<file path="config.mk">
export PLATFORM = sky130hd
export DESIGN_NAME = asct_core
export DESIGN_NICKNAME = d
export VERILOG_FILES = /design/src/asct_pkg.sv /design/src/asct_core.sv
export SDC_FILE = /design/constraint.sdc
export NUM_CORES = 1
export LEC_CHECK = 0
export BUFFER_PORTS_ARGS = -buffer_cell sky130_fd_sc_hd__buf_2
export CELL_PAD_IN_SITES_DETAIL_PLACEMENT = 1
export CELL_PAD_IN_SITES_GLOBAL_PLACEMENT = 1
export CORE_ASPECT_RATIO = 0.75
export CORE_MARGIN = 1.5
export CORE_UTILIZATION = 35
export CTS_BUF_LIST = sky130_fd_sc_hd__clkbuf_4 sky130_fd_sc_hd__clkbuf_8
export DETAILED_ROUTE_END_ITERATION = 16
export GPL_ROUTABILITY_DRIVEN = 0
export GPL_TIMING_DRIVEN = 0
export PLACE_DENSITY_LB_ADDON = 0.3
export SLEW_MARGIN = 20
export SYNTH_ARGS = -nofsm -noshare
export SYNTH_HDL_FRONTEND = slang
export SYNTH_SLANG_ARGS = --single-unit
</file>
<file path="constraint.sdc">
create_clock -name i_clk -period 4.8 [get_ports i_clk]
set_input_delay 0.96 -clock i_clk [delete_from_list [all_inputs] [get_ports i_clk]]
set_output_delay 0.96 -clock i_clk [all_outputs]
set_load 0.1 [all_outputs]
</file>
<file path="src/asct_pkg.sv">
// shared constants and carrier types for the sample/conversion timing engine
package asct_pkg;
   // sample tick source select
   localparam logic [1:0] SRC_INTERNAL = 2'h0;  // divided sample timebase
   localparam logic [1:0] SRC_PIN      = 2'h1;  // synchronised sample clock pin
   localparam logic [1:0] SRC_OTHER    = 2'h2;  // other internal signal
   // timebase selects
   localparam logic [1:0] TB_FAST      = 2'h0;  // fast reference timebase
   localparam logic [1:0] TB_SLOW      = 2'h1;  // slow reference timebase
   localparam logic [1:0] TB_EXT       = 2'h2;  // external pin
   // clock and timing figures
   localparam int CLK_PERIOD_NS    = 100;
   localparam int HOLD_LEAD_MIN_NS = 50;       // hold pulse lead, least
   localparam int HOLD_WIDTH_MIN_NS = 400;     // hold pulse width, least
   localparam int HOLD_WIDTH_MAX_NS = 500;     // hold pulse width, most
   // lead rounds up to whole cycles, at least one
   localparam int HOLD_LEAD_CYC = (HOLD_LEAD_MIN_NS + CLK_PERIOD_NS - 1) / CLK_PERIOD_NS;
   // width between 400 and 500 ns: rounded up from the least, HOLD_WIDTH_MAX_NS not applied
   localparam int HOLD_WIDTH_CYC = (HOLD_WIDTH_MIN_NS + CLK_PERIOD_NS - 1) / CLK_PERIOD_NS;
   localparam int STROBE_SLOW_MS   = 10;
   localparam int STROBE_SLOW_CYC  = STROBE_SLOW_MS * 1000000 / CLK_PERIOD_NS;
   localparam int STROBE_PULSES    = 8;
   localparam int DEFAULT_DELAY    = 2;        // start delay in timebase periods
   localparam int CNT_W            = 16;

   // acquisition configuration
   typedef struct packed {
      logic [1:0]       sample_src;
      logic             sample_edge_fall;
      logic [1:0]       sample_tb_sel;
      logic             sample_tb_fall;
      logic [CNT_W-1:0] sample_div;
      logic [CNT_W-1:0] sample_delay;
      logic [1:0]       conv_src;         // internal, pin, counter zero
      logic             conv_edge_fall;
      logic             conv_tb_master;
      logic [CNT_W-1:0] conv_div;
      logic [CNT_W-1:0] conv_delay;
      logic [7:0]       chan_count;
      logic             master_ext;
      logic             pause_src_cmp;
      logic             pause_high;
      logic             finite;
      logic [CNT_W-1:0] sample_total;
   } asct_cfg_t;

   // sequencer states, gray along start and run path; the return from sample to idle flips both bits
   typedef enum logic [1:0] {
      ST_IDLE  = 2'b00,
      ST_ARMED = 2'b01,
      ST_SAMP  = 2'b11
   } asct_state_t;
endpackage

</file>
<file path="src/asct_core.sv">
// sample and conversion tick timing engine with output pins
//
// Contract
// pause acts on level, polarity selectable
// comparator pause halts internal sample clock
// each sample converts whole channel list once
// sample tick edge selectable
// default sample tick from divided timebase
// sample pin input default, mirrors ticks
// level mode: high from start to last
// sample counter started by start, stops
// start to first sample delay, default two
// sample timebase fast, slow or external
// conversion edge selectable, one per tick
// internal conversion: counter zero or divider
// conversion timebase: sample or master
// conversion divider starts on sample, reloads
// conversion pin input default, mirrors ticks
// sample to first conversion delay, default two
// ticks ignored before start trigger
// extra sample ticks ignored mid-sample
// conversion ticks gated outside sample
// master timebase fast or sync line
// hold pulse 50-100 ns lead, 400-500 width
// strobe level or eight-pulse burst
// conversions per sample equal channel count
`timescale 1ns/1ps
module asct_core #(
   parameter int STROBE_SLOW = asct_pkg::STROBE_SLOW_CYC, // 10 ms burst half period, so a 20 ms pulse period
   parameter int STROBE_FAST = 12                          // short burst half period
) (
   input  wire logic                i_clk,
   input  wire logic                i_rst,
   input  wire logic                i_ce,              // freezes all state when low
   input  wire asct_pkg::asct_cfg_t i_cfg,
   input  wire logic                i_start,           // start trigger, one-cycle pulse
   input  wire logic                i_stop,            // software stop, one-cycle pulse
   input  wire logic                i_fast_tb,         // fast reference timebase
   input  wire logic                i_slow_tb,         // slow reference timebase
   input  wire logic                i_ext_tb,          // external timebase pin
   input  wire logic                i_sync_line,       // synchronisation bus line
   input  wire logic                i_pause_pin,       // pause gate from pin
   input  wire logic                i_cmp_event,       // analog comparator event
   input  wire logic                i_other_tick,      // other internal sample source
   input  wire logic                i_ctr0_out,        // counter zero output
   input  wire logic                i_samp_pin_in,     // sample clock pin level
   input  wire logic                i_conv_pin_in,     // conversion clock pin level
   input  wire logic                i_samp_pin_out,    // sample pin set as output
   input  wire logic                i_samp_level_mode, // level behaviour on sample pin
   input  wire logic                i_conv_pin_out,    // conversion pin set as output
   input  wire logic                i_hold_en,
   input  wire logic                i_hold_active_low,
   input  wire logic                i_strobe_hw,       // hardware strobe mode
   input  wire logic                i_strobe_fast,     // short-period clock for burst
   input  wire logic                i_strobe_go,       // burst request, one-cycle pulse
   input  wire logic                i_strobe_level,    // software strobe level
   output logic                     o_samp_pin,
   output logic                     o_samp_pin_oe,
   output logic                     o_conv_pin,
   output logic                     o_conv_pin_oe,
   output logic                     o_conv_start,      // conversion start pulse
   output logic                     o_hold_pin,
   output logic                     o_strobe_pin,
   output logic                     o_running,         // acquisition armed
   output logic                     o_done             // finite acquisition completed
);
   localparam int CW = asct_pkg::CNT_W;

   // two-stage synchronisers for all outside levels
   logic [9:0] sync1;
   logic [9:0] sync2;
   logic [9:0] pins;
   assign pins = {i_fast_tb, i_slow_tb, i_ext_tb, i_sync_line, i_pause_pin,
                  i_cmp_event, i_other_tick, i_ctr0_out, i_samp_pin_in, i_conv_pin_in};
   always_ff @(posedge i_clk or posedge i_rst) begin
      if (i_rst) begin
         sync1 <= 10'h000;
         sync2 <= 10'h000;
      end else if (i_ce) begin
         sync1 <= pins;
         sync2 <= sync1;
      end
   end
   logic s_fast, s_slow, s_ext, s_sync, s_pause, s_cmp, s_other, s_ctr0, s_spin, s_cpin;
   assign {s_fast, s_slow, s_ext, s_sync, s_pause, s_cmp, s_other, s_ctr0, s_spin, s_cpin} = sync2;

   // edge detection on synchronised levels
   function automatic logic edge_hit(input logic now, input logic was, input logic fall);
      edge_hit = fall ? (was & ~now) : (now & ~was);
   endfunction

   // timebase selection
   logic samp_tb, master_tb;
   always_comb begin
      unique case (i_cfg.sample_tb_sel)
         asct_pkg::TB_SLOW: samp_tb = s_slow;
         asct_pkg::TB_EXT:  samp_tb = s_ext;
         default:           samp_tb = s_fast;
      endcase
      master_tb = i_cfg.master_ext ? s_sync : s_fast;
   end

   // delayed copies for edges
   logic samp_tb_d, master_tb_d, samp_src_d, conv_src_d;
   logic samp_tb_ev, conv_tb_ev;
   assign samp_tb_ev = edge_hit(samp_tb, samp_tb_d, i_cfg.sample_tb_fall);
   // conversion timebase: sample timebase or master timebase
   assign conv_tb_ev = i_cfg.conv_tb_master ? edge_hit(master_tb, master_tb_d, 1'b0)
                                            : samp_tb_ev;

   // pause gate is a level, never an edge
   logic pause_lvl, paused;
   assign pause_lvl = i_cfg.pause_src_cmp ? s_cmp : s_pause;
   assign paused    = (pause_lvl == i_cfg.pause_high);

   // sequencer and counters
   asct_pkg::asct_state_t state, next_state;
   logic [CW-1:0] samp_cnt, next_samp_cnt;    // internal sample divider
   logic [CW-1:0] conv_cnt, next_conv_cnt;    // conversion divider
   logic [7:0]    conv_left, next_conv_left;  // conversions still owed
   logic [CW-1:0] samp_left, next_samp_left;  // finite sample count
   logic          samp_raw, conv_raw;          // selected, ungated ticks
   logic          int_samp_tick, int_conv_tick;
   logic          samp_acc, conv_acc;
   logic          samp_src_lvl, conv_src_lvl;
   logic          next_done;

   // internal sample divider halts while paused (comparator or pin)
   assign int_samp_tick = (state == asct_pkg::ST_ARMED) && samp_tb_ev && !paused
                          && (samp_cnt == '0);
   always_comb begin
      samp_src_lvl = (i_cfg.sample_src == asct_pkg::SRC_PIN) ? s_spin : s_other;
      conv_src_lvl = (i_cfg.conv_src == 2'h1) ? s_cpin : s_ctr0;
      // default source is the divider; others by edge choice
      if (i_cfg.sample_src == asct_pkg::SRC_INTERNAL) begin
         samp_raw = int_samp_tick;
      end else begin
         samp_raw = edge_hit(samp_src_lvl, samp_src_d, i_cfg.sample_edge_fall) && !paused;
      end
      if (i_cfg.conv_src == 2'h0) begin
         conv_raw = int_conv_tick;
      end else begin
         conv_raw = edge_hit(conv_src_lvl, conv_src_d, i_cfg.conv_edge_fall);
      end
   end

   // gating: nothing before start, one sample at a time
   assign samp_acc = (state == asct_pkg::ST_ARMED) && samp_raw;
   assign conv_acc = (state == asct_pkg::ST_SAMP) && conv_raw && (conv_left != 8'h00);
   assign int_conv_tick = (state == asct_pkg::ST_SAMP) && conv_tb_ev && (conv_cnt == '0);

   // next-state logic for the sequencer
   always_comb begin
      next_state      = state;
      next_samp_cnt   = samp_cnt;
      next_conv_cnt   = conv_cnt;
      next_conv_left  = conv_left;
      next_samp_left  = samp_left;
      next_done       = o_done;
      unique case (state)
         asct_pkg::ST_IDLE: begin
            if (i_start) begin
               next_state      = asct_pkg::ST_ARMED;
               next_samp_cnt   = i_cfg.sample_delay - 1'b1;
               next_samp_left  = i_cfg.sample_total;
               next_done       = 1'b0;
            end
         end
         asct_pkg::ST_ARMED: begin
            // divider counts only while not paused
            if (samp_tb_ev && !paused) begin
               next_samp_cnt = (samp_cnt == '0) ? i_cfg.sample_div - 1'b1 : samp_cnt - 1'b1;
            end
            if (samp_acc) begin
               next_state      = asct_pkg::ST_SAMP;
               next_conv_cnt   = i_cfg.conv_delay - 1'b1;
               next_conv_left  = i_cfg.chan_count;
            end
         end
         asct_pkg::ST_SAMP: begin
            // conversion divider counts down and reloads during the sample
            if (conv_tb_ev) begin
               next_conv_cnt = (conv_cnt == '0) ? i_cfg.conv_div - 1'b1 : conv_cnt - 1'b1;
            end
            if (conv_acc) begin
               next_conv_left  = conv_left - 8'h01;
               if (conv_left == 8'h01) begin
                  next_conv_cnt = i_cfg.conv_delay - 1'b1;
                  if (i_cfg.finite && samp_left == 16'h0001) begin
                     next_state = asct_pkg::ST_IDLE;
                     next_done  = 1'b1;
                  end else begin
                     next_state = asct_pkg::ST_ARMED;
                  end
                  next_samp_left = samp_left - 16'h0001;
               end
            end
         end
         default: next_state = asct_pkg::ST_IDLE;
      endcase
      if (i_stop) begin
         next_state = asct_pkg::ST_IDLE;
      end
   end

   // registered sequencer state
   always_ff @(posedge i_clk or posedge i_rst) begin
      if (i_rst) begin
         state       <= asct_pkg::ST_IDLE;
         samp_cnt    <= '0;
         conv_cnt    <= '0;
         conv_left   <= 8'h00;
         samp_left   <= '0;
         o_done      <= 1'b0;
         samp_tb_d   <= 1'b0;
         master_tb_d <= 1'b0;
         samp_src_d  <= 1'b0;
         conv_src_d  <= 1'b0;
      end else if (i_ce) begin
         state       <= next_state;
         samp_cnt    <= next_samp_cnt;
         conv_cnt    <= next_conv_cnt;
         conv_left   <= next_conv_left;
         samp_left   <= next_samp_left;
         o_done      <= next_done;
         samp_tb_d   <= samp_tb;
         master_tb_d <= master_tb;
         samp_src_d  <= samp_src_lvl;
         conv_src_d  <= conv_src_lvl;
      end
   end

   // pin mirrors, hold pulse and strobe burst
   logic       next_samp_pin, next_conv_pin, next_conv_start, next_hold;
   logic [3:0] hold_cnt, next_hold_cnt;            // lead plus width
   logic [3:0] strobe_left, next_strobe_left;       // half periods owed
   logic [31:0] strobe_cnt, next_strobe_cnt;
   logic       next_strobe;
   logic       strobe_hw_lvl, next_strobe_hw_lvl;
   localparam logic [3:0] HOLD_TOTAL = 4'(asct_pkg::HOLD_LEAD_CYC + asct_pkg::HOLD_WIDTH_CYC);
   localparam logic [3:0] HOLD_LEAD  = 4'(asct_pkg::HOLD_LEAD_CYC);

   always_comb begin
      // level mode: high from start trigger until the last conversion of the first sample
      if (i_samp_level_mode) begin
         next_samp_pin = o_samp_pin;
         if (state == asct_pkg::ST_IDLE && i_start) next_samp_pin = 1'b1;
         if (conv_acc && conv_left == 8'h01) next_samp_pin = 1'b0;
      end else begin
         next_samp_pin = samp_acc;
      end
      next_conv_pin   = conv_acc;
      next_conv_start = conv_acc;
      // hold pulse counts lead then width after each conversion start
      next_hold_cnt = (hold_cnt != 4'h0) ? hold_cnt - 4'h1 : 4'h0;
      if (conv_acc && i_hold_en) next_hold_cnt = HOLD_TOTAL;
      // decoded from the count being loaded, so the lead stays at one cycle
      next_hold = ((next_hold_cnt != 4'h0) && (next_hold_cnt <= HOLD_TOTAL - HOLD_LEAD))
                  ^ i_hold_active_low;
      // strobe burst: eight pulses, fifteen half periods
      next_strobe_left   = strobe_left;
      next_strobe_cnt    = strobe_cnt;
      next_strobe_hw_lvl = strobe_hw_lvl;
      if (i_strobe_go && i_strobe_hw && strobe_left == 4'h0) begin
         next_strobe_left   = 4'(2 * asct_pkg::STROBE_PULSES - 1);
         next_strobe_cnt    = 32'(i_strobe_fast ? STROBE_FAST : STROBE_SLOW) - 1;
         next_strobe_hw_lvl = 1'b1;
      end else if (strobe_hw_lvl || strobe_left != 4'h0) begin
         if (strobe_cnt == 32'h0000_0000) begin
            next_strobe_cnt    = 32'(i_strobe_fast ? STROBE_FAST : STROBE_SLOW) - 1;
            next_strobe_hw_lvl = (strobe_left != 4'h0) ? ~strobe_hw_lvl : 1'b0;
            next_strobe_left   = (strobe_left != 4'h0) ? strobe_left - 4'h1 : 4'h0;
         end else begin
            next_strobe_cnt = strobe_cnt - 32'h0000_0001;
         end
      end
      next_strobe = i_strobe_hw ? next_strobe_hw_lvl : i_strobe_level;
   end

   // registered outputs
   always_ff @(posedge i_clk or posedge i_rst) begin
      if (i_rst) begin
         o_samp_pin    <= 1'b0;
         o_samp_pin_oe <= 1'b0;
         o_conv_pin    <= 1'b0;
         o_conv_pin_oe <= 1'b0;
         o_conv_start  <= 1'b0;
         o_hold_pin    <= 1'b0;
         hold_cnt      <= 4'h0;
         strobe_left   <= 4'h0;
         strobe_cnt    <= 32'h0000_0000;
         strobe_hw_lvl <= 1'b0;
         o_strobe_pin  <= 1'b0;
         o_running     <= 1'b0;
      end else if (i_ce) begin
         o_samp_pin    <= next_samp_pin;
         o_samp_pin_oe <= i_samp_pin_out;
         o_conv_pin    <= next_conv_pin;
         o_conv_pin_oe <= i_conv_pin_out;
         o_conv_start  <= next_conv_start;
         o_hold_pin    <= i_hold_en ? next_hold : i_hold_active_low;
         hold_cnt      <= next_hold_cnt;
         strobe_left   <= next_strobe_left;
         strobe_cnt    <= next_strobe_cnt;
         strobe_hw_lvl <= next_strobe_hw_lvl;
         o_strobe_pin  <= next_strobe;
         o_running     <= (next_state != asct_pkg::ST_IDLE);
      end
   end
endmodule

</file>
==> impl_metrics.toml <==
[run_status]
status = "finished clean"

[timing]
layout_worst_path_cycle_share = 0.818
setup_viol = 0
max_freq_mhz = 255
tightestPinTransition_ns = 0.822
finalWorstSetupSlack_ns = 0.874
whs_ns = 0.472
finalHoldViolations = 0
fin_skew_ns = 0.0185
report.final.slew_viol_count = 0
finalCriticalPeriod_ns = 3.93
rsz0062_at_grt = "false"
max-slew-margin-rel = 0.448

[logic_synthesis]
synth_top_cell_area_share = 0.380
ys_types = 84
yosys_register_bits = 131
synth.avg_cell_area_sq_um = 8.61
synthArstFlopShare = 1.00
synth.most_common_cell = "dfrtp_1"
syn_area_sq_um = 8620
yosysSeqAreaShare = 0.380
synth-warning-count = 0
syn_inst = 1002
synth_ff_type = "dfrtp_1"
synthTopCellsByArea = "dfrtp_1, o21ai_0, nor2_1"
synth_enable_flop_cells = 0
synthTopCellsByCount = "dfrtp_1, nor2_1, o21ai_0"
synth.largest_area_cell = "dfrtp_1"
synth_fp_nets = 1142

[detailed_routing]
drc_errors = 0
drt-vias-per-instance = 5.66
drt-wirelength-per-cell_microns = 19.1
drt_wl_total_microns = 28700
num_vias = 8483
dr.pass1.iters = 5
drt_iter0_drc = 576
drtAntennaViolNets = 0

[worst_setup_path]
start_kind = "flop"
critPathMaxStageDelay_ns = 0.59
path_cells = "nand2b_1 -> buf_2 -> clkbuf_1 -> clkbuf_1 -> nor2_1 -> a21oi_1 -> ha_1 -> o21ai_0 -> or4_1 -> nor3_1 -> xnor2_1 -> o21ai_0"
crit_path_max_fanout = 10
critical_path_buf_inv_count = 3
critPathTopFamily = "buffers and inverters"
required_ns = 5.13
critPathKind = "reg -> reg"
endpoint_kind = "flop"
arrival_ns = 4.26
slowest_stage = "or4_1"

[cts]
cts_sinks = 131
cts_setup_buffers = 0
cts_htree_levels = 4
cts_buffers = 17
clock_latency_ns = 0.46
holdBufCountCts = 0
cts_tree = "done"
clk_pin_slew_worst_paths_ns = 0.09
cts_root_buf = "clkbuf_8"
cts_buffer_depth = 2
cts-resized-gates = 0

[floorplanning]
fp.dieW_microns = 184
rows = 49
die_h_microns = 139
coreArea_sq_um = 24100
dieArea_sq_um = 25600
num_io_pins = 135
start_util = 0.358

[place]
post-place-ws_ns = 0.940
dp_hpwl_microns = 21600
place_inst = 1468
port_buffers = 134

[final_layout]
diodes = 0
syn2layout_area_growth_pct = 17.6
drive_gt1_frac = 0.203
final_cell_count_no_fill = 1499
nNetsFinal = 1296
fillers = 2940

[global_routing]
grt_antenna_before_repair = 0
grt_pass1_wl_microns = 46700
grt_pass1_vias = 8552
grt_usage = 0.231
grt.overflow.total = 0
grt_max_degree = 94

[power_and_ir_drop]
total_power_uw = 4130
p_per_area_nw_per_um2 = 407
power_leakage_uw = 0.00425
peakVddDrop_mv = 0.215

[job]
maxCapViolCount = 0

[worst_hold_path]
hold_class = "in -> async"
-- cell usage in the layout, fill, tap and decap left out, types with 8 or more instances in the layout --
| master | n |
|---|---|
| buf_2 | 149 |
| dfrtp_1 | 131 |
| nor2_1 | 115 |
| o21ai_0 | 89 |
| nand2_1 | 80 |
| a21oi_1 | 75 |
| nor3_1 | 38 |
| inv_1 | 32 |
| xnor2_1 | 30 |
| clkbuf_1 | 25 |
| mux2_2 | 25 |
| nand3_1 | 23 |
| clkbuf_8 | 20 |
| nor4_1 | 19 |
| xor2_1 | 17 |
| a31oi_1 | 17 |
| or3_1 | 16 |
| mux2i_1 | 16 |
| ha_1 | 14 |
| and3_1 | 10 |
| a22oi_1 | 10 |
| a2bb2oi_1 | 10 |
| or4_1 | 9 |
| nor2b_1 | 9 |
| nand2b_1 | 9 |
| and2_1 | 8 |
| o22ai_1 | 8 |
-- worst register-to-register path: stages, from the launching register on --
cell      delay [ns]
dfrtp_1         0.50
nand2b_1        0.28
buf_2           0.33
clkbuf_1        0.44
clkbuf_1        0.48
nor2_1          0.10
a21oi_1         0.18
ha_1            0.25
o21ai_0         0.23
or4_1           0.59
nor3_1          0.20
xnor2_1         0.14
o21ai_0         0.09
-- per-stage QoR --
stage	setup TNS (ns)	util	area, sq um
2_1_floorplan	0	-	8620
3_3_place_gp	-226.43	0.403	9710
3_5_place_dp	0	0.404	9740
4_1_cts	0	0.421	10100
5_1_grt	0	0.421	10100
6_report	0	0.421	10100
-- state kept, by name, indices dropped and copies added, names as in the netlist --
register       flops
conv_src_d         1
sync2             10
o_done             1
o_samp_pin         1
sync1             10
conv_left          8
o_strobe_pin       1
hold_cnt           4
samp_left         16
strobe_hw_lvl      1
samp_cnt          16
o_samp_pin_oe      1
samp_tb_d          1
o_conv_pin_oe      1
strobe_left        4
master_tb_d        1
samp_src_d         1
strobe_cnt        32
conv_cnt          16
o_conv_start       1
state              2
o_hold_pin         1
o_running          1
-- cell type report --
cell class / count / area, sq um / area share
Buffer: 47 / 225 / 0.0222
Clock buffer: 23 / 298 / 0.0294
Clock inverter: 8 / 103 / 0.0101
Inverter: 33 / 131 / 0.0130
Multi-Input combinational cell: 791 / 5000 / 0.493
Sequential cell: 131 / 3280 / 0.323
Tap cell: 331 / 414 / 0.0408
Timing Repair Buffer: 135 / 698 / 0.0688
-- metal layers --
layer | vias to the layer above | routed length (microns) | GRT usage
met5 | - | 0 | 0
met4 | 0 | 207 | 0.0367
met3 | 21 | 1580 | 0.0425
met2 | 227 | 12600 | 0.349
met1 | 4216 | 14400 | 0.346
li1 | 4019 | - | -
-- report_power, final --
part | internal [uW] | switching, uW
logic | 560 | 781
clock network | 518 | 471
registers | 1420 | 385
-- worst paths after layout --
kind | from | endpoint | slack (ns) | depth (start not counted)
setup / recovery | state[1] | samp_cnt[12] | 0.87 | 12
hold / removal | i_rst | o_done | 0.47 | 2
setup reg to reg | state[1] | samp_cnt[12] | 0.87 | 12
hold reg to reg | strobe_cnt[6] | strobe_cnt[6] | 0.49 | 2
max in group asynchronous | i_rst | state[1] | 3.52 | 3
min in group i_clk | strobe_cnt[6] | strobe_cnt[6] | 0.49 | 2
-- kinds of logic after synthesis --
family / Yosys count / synth area share
fa+ha+maj: 14 / 0.0203
compound gates: 307 / 0.233
mux: 41 / 0.0512
flops: 131 / 0.380
xor+xnor: 47 / 0.0477
simple gates: 382 / 0.227
buf+inv: 80 / 0.0405
Note: power is estimated with default switching activity, not from simulation.
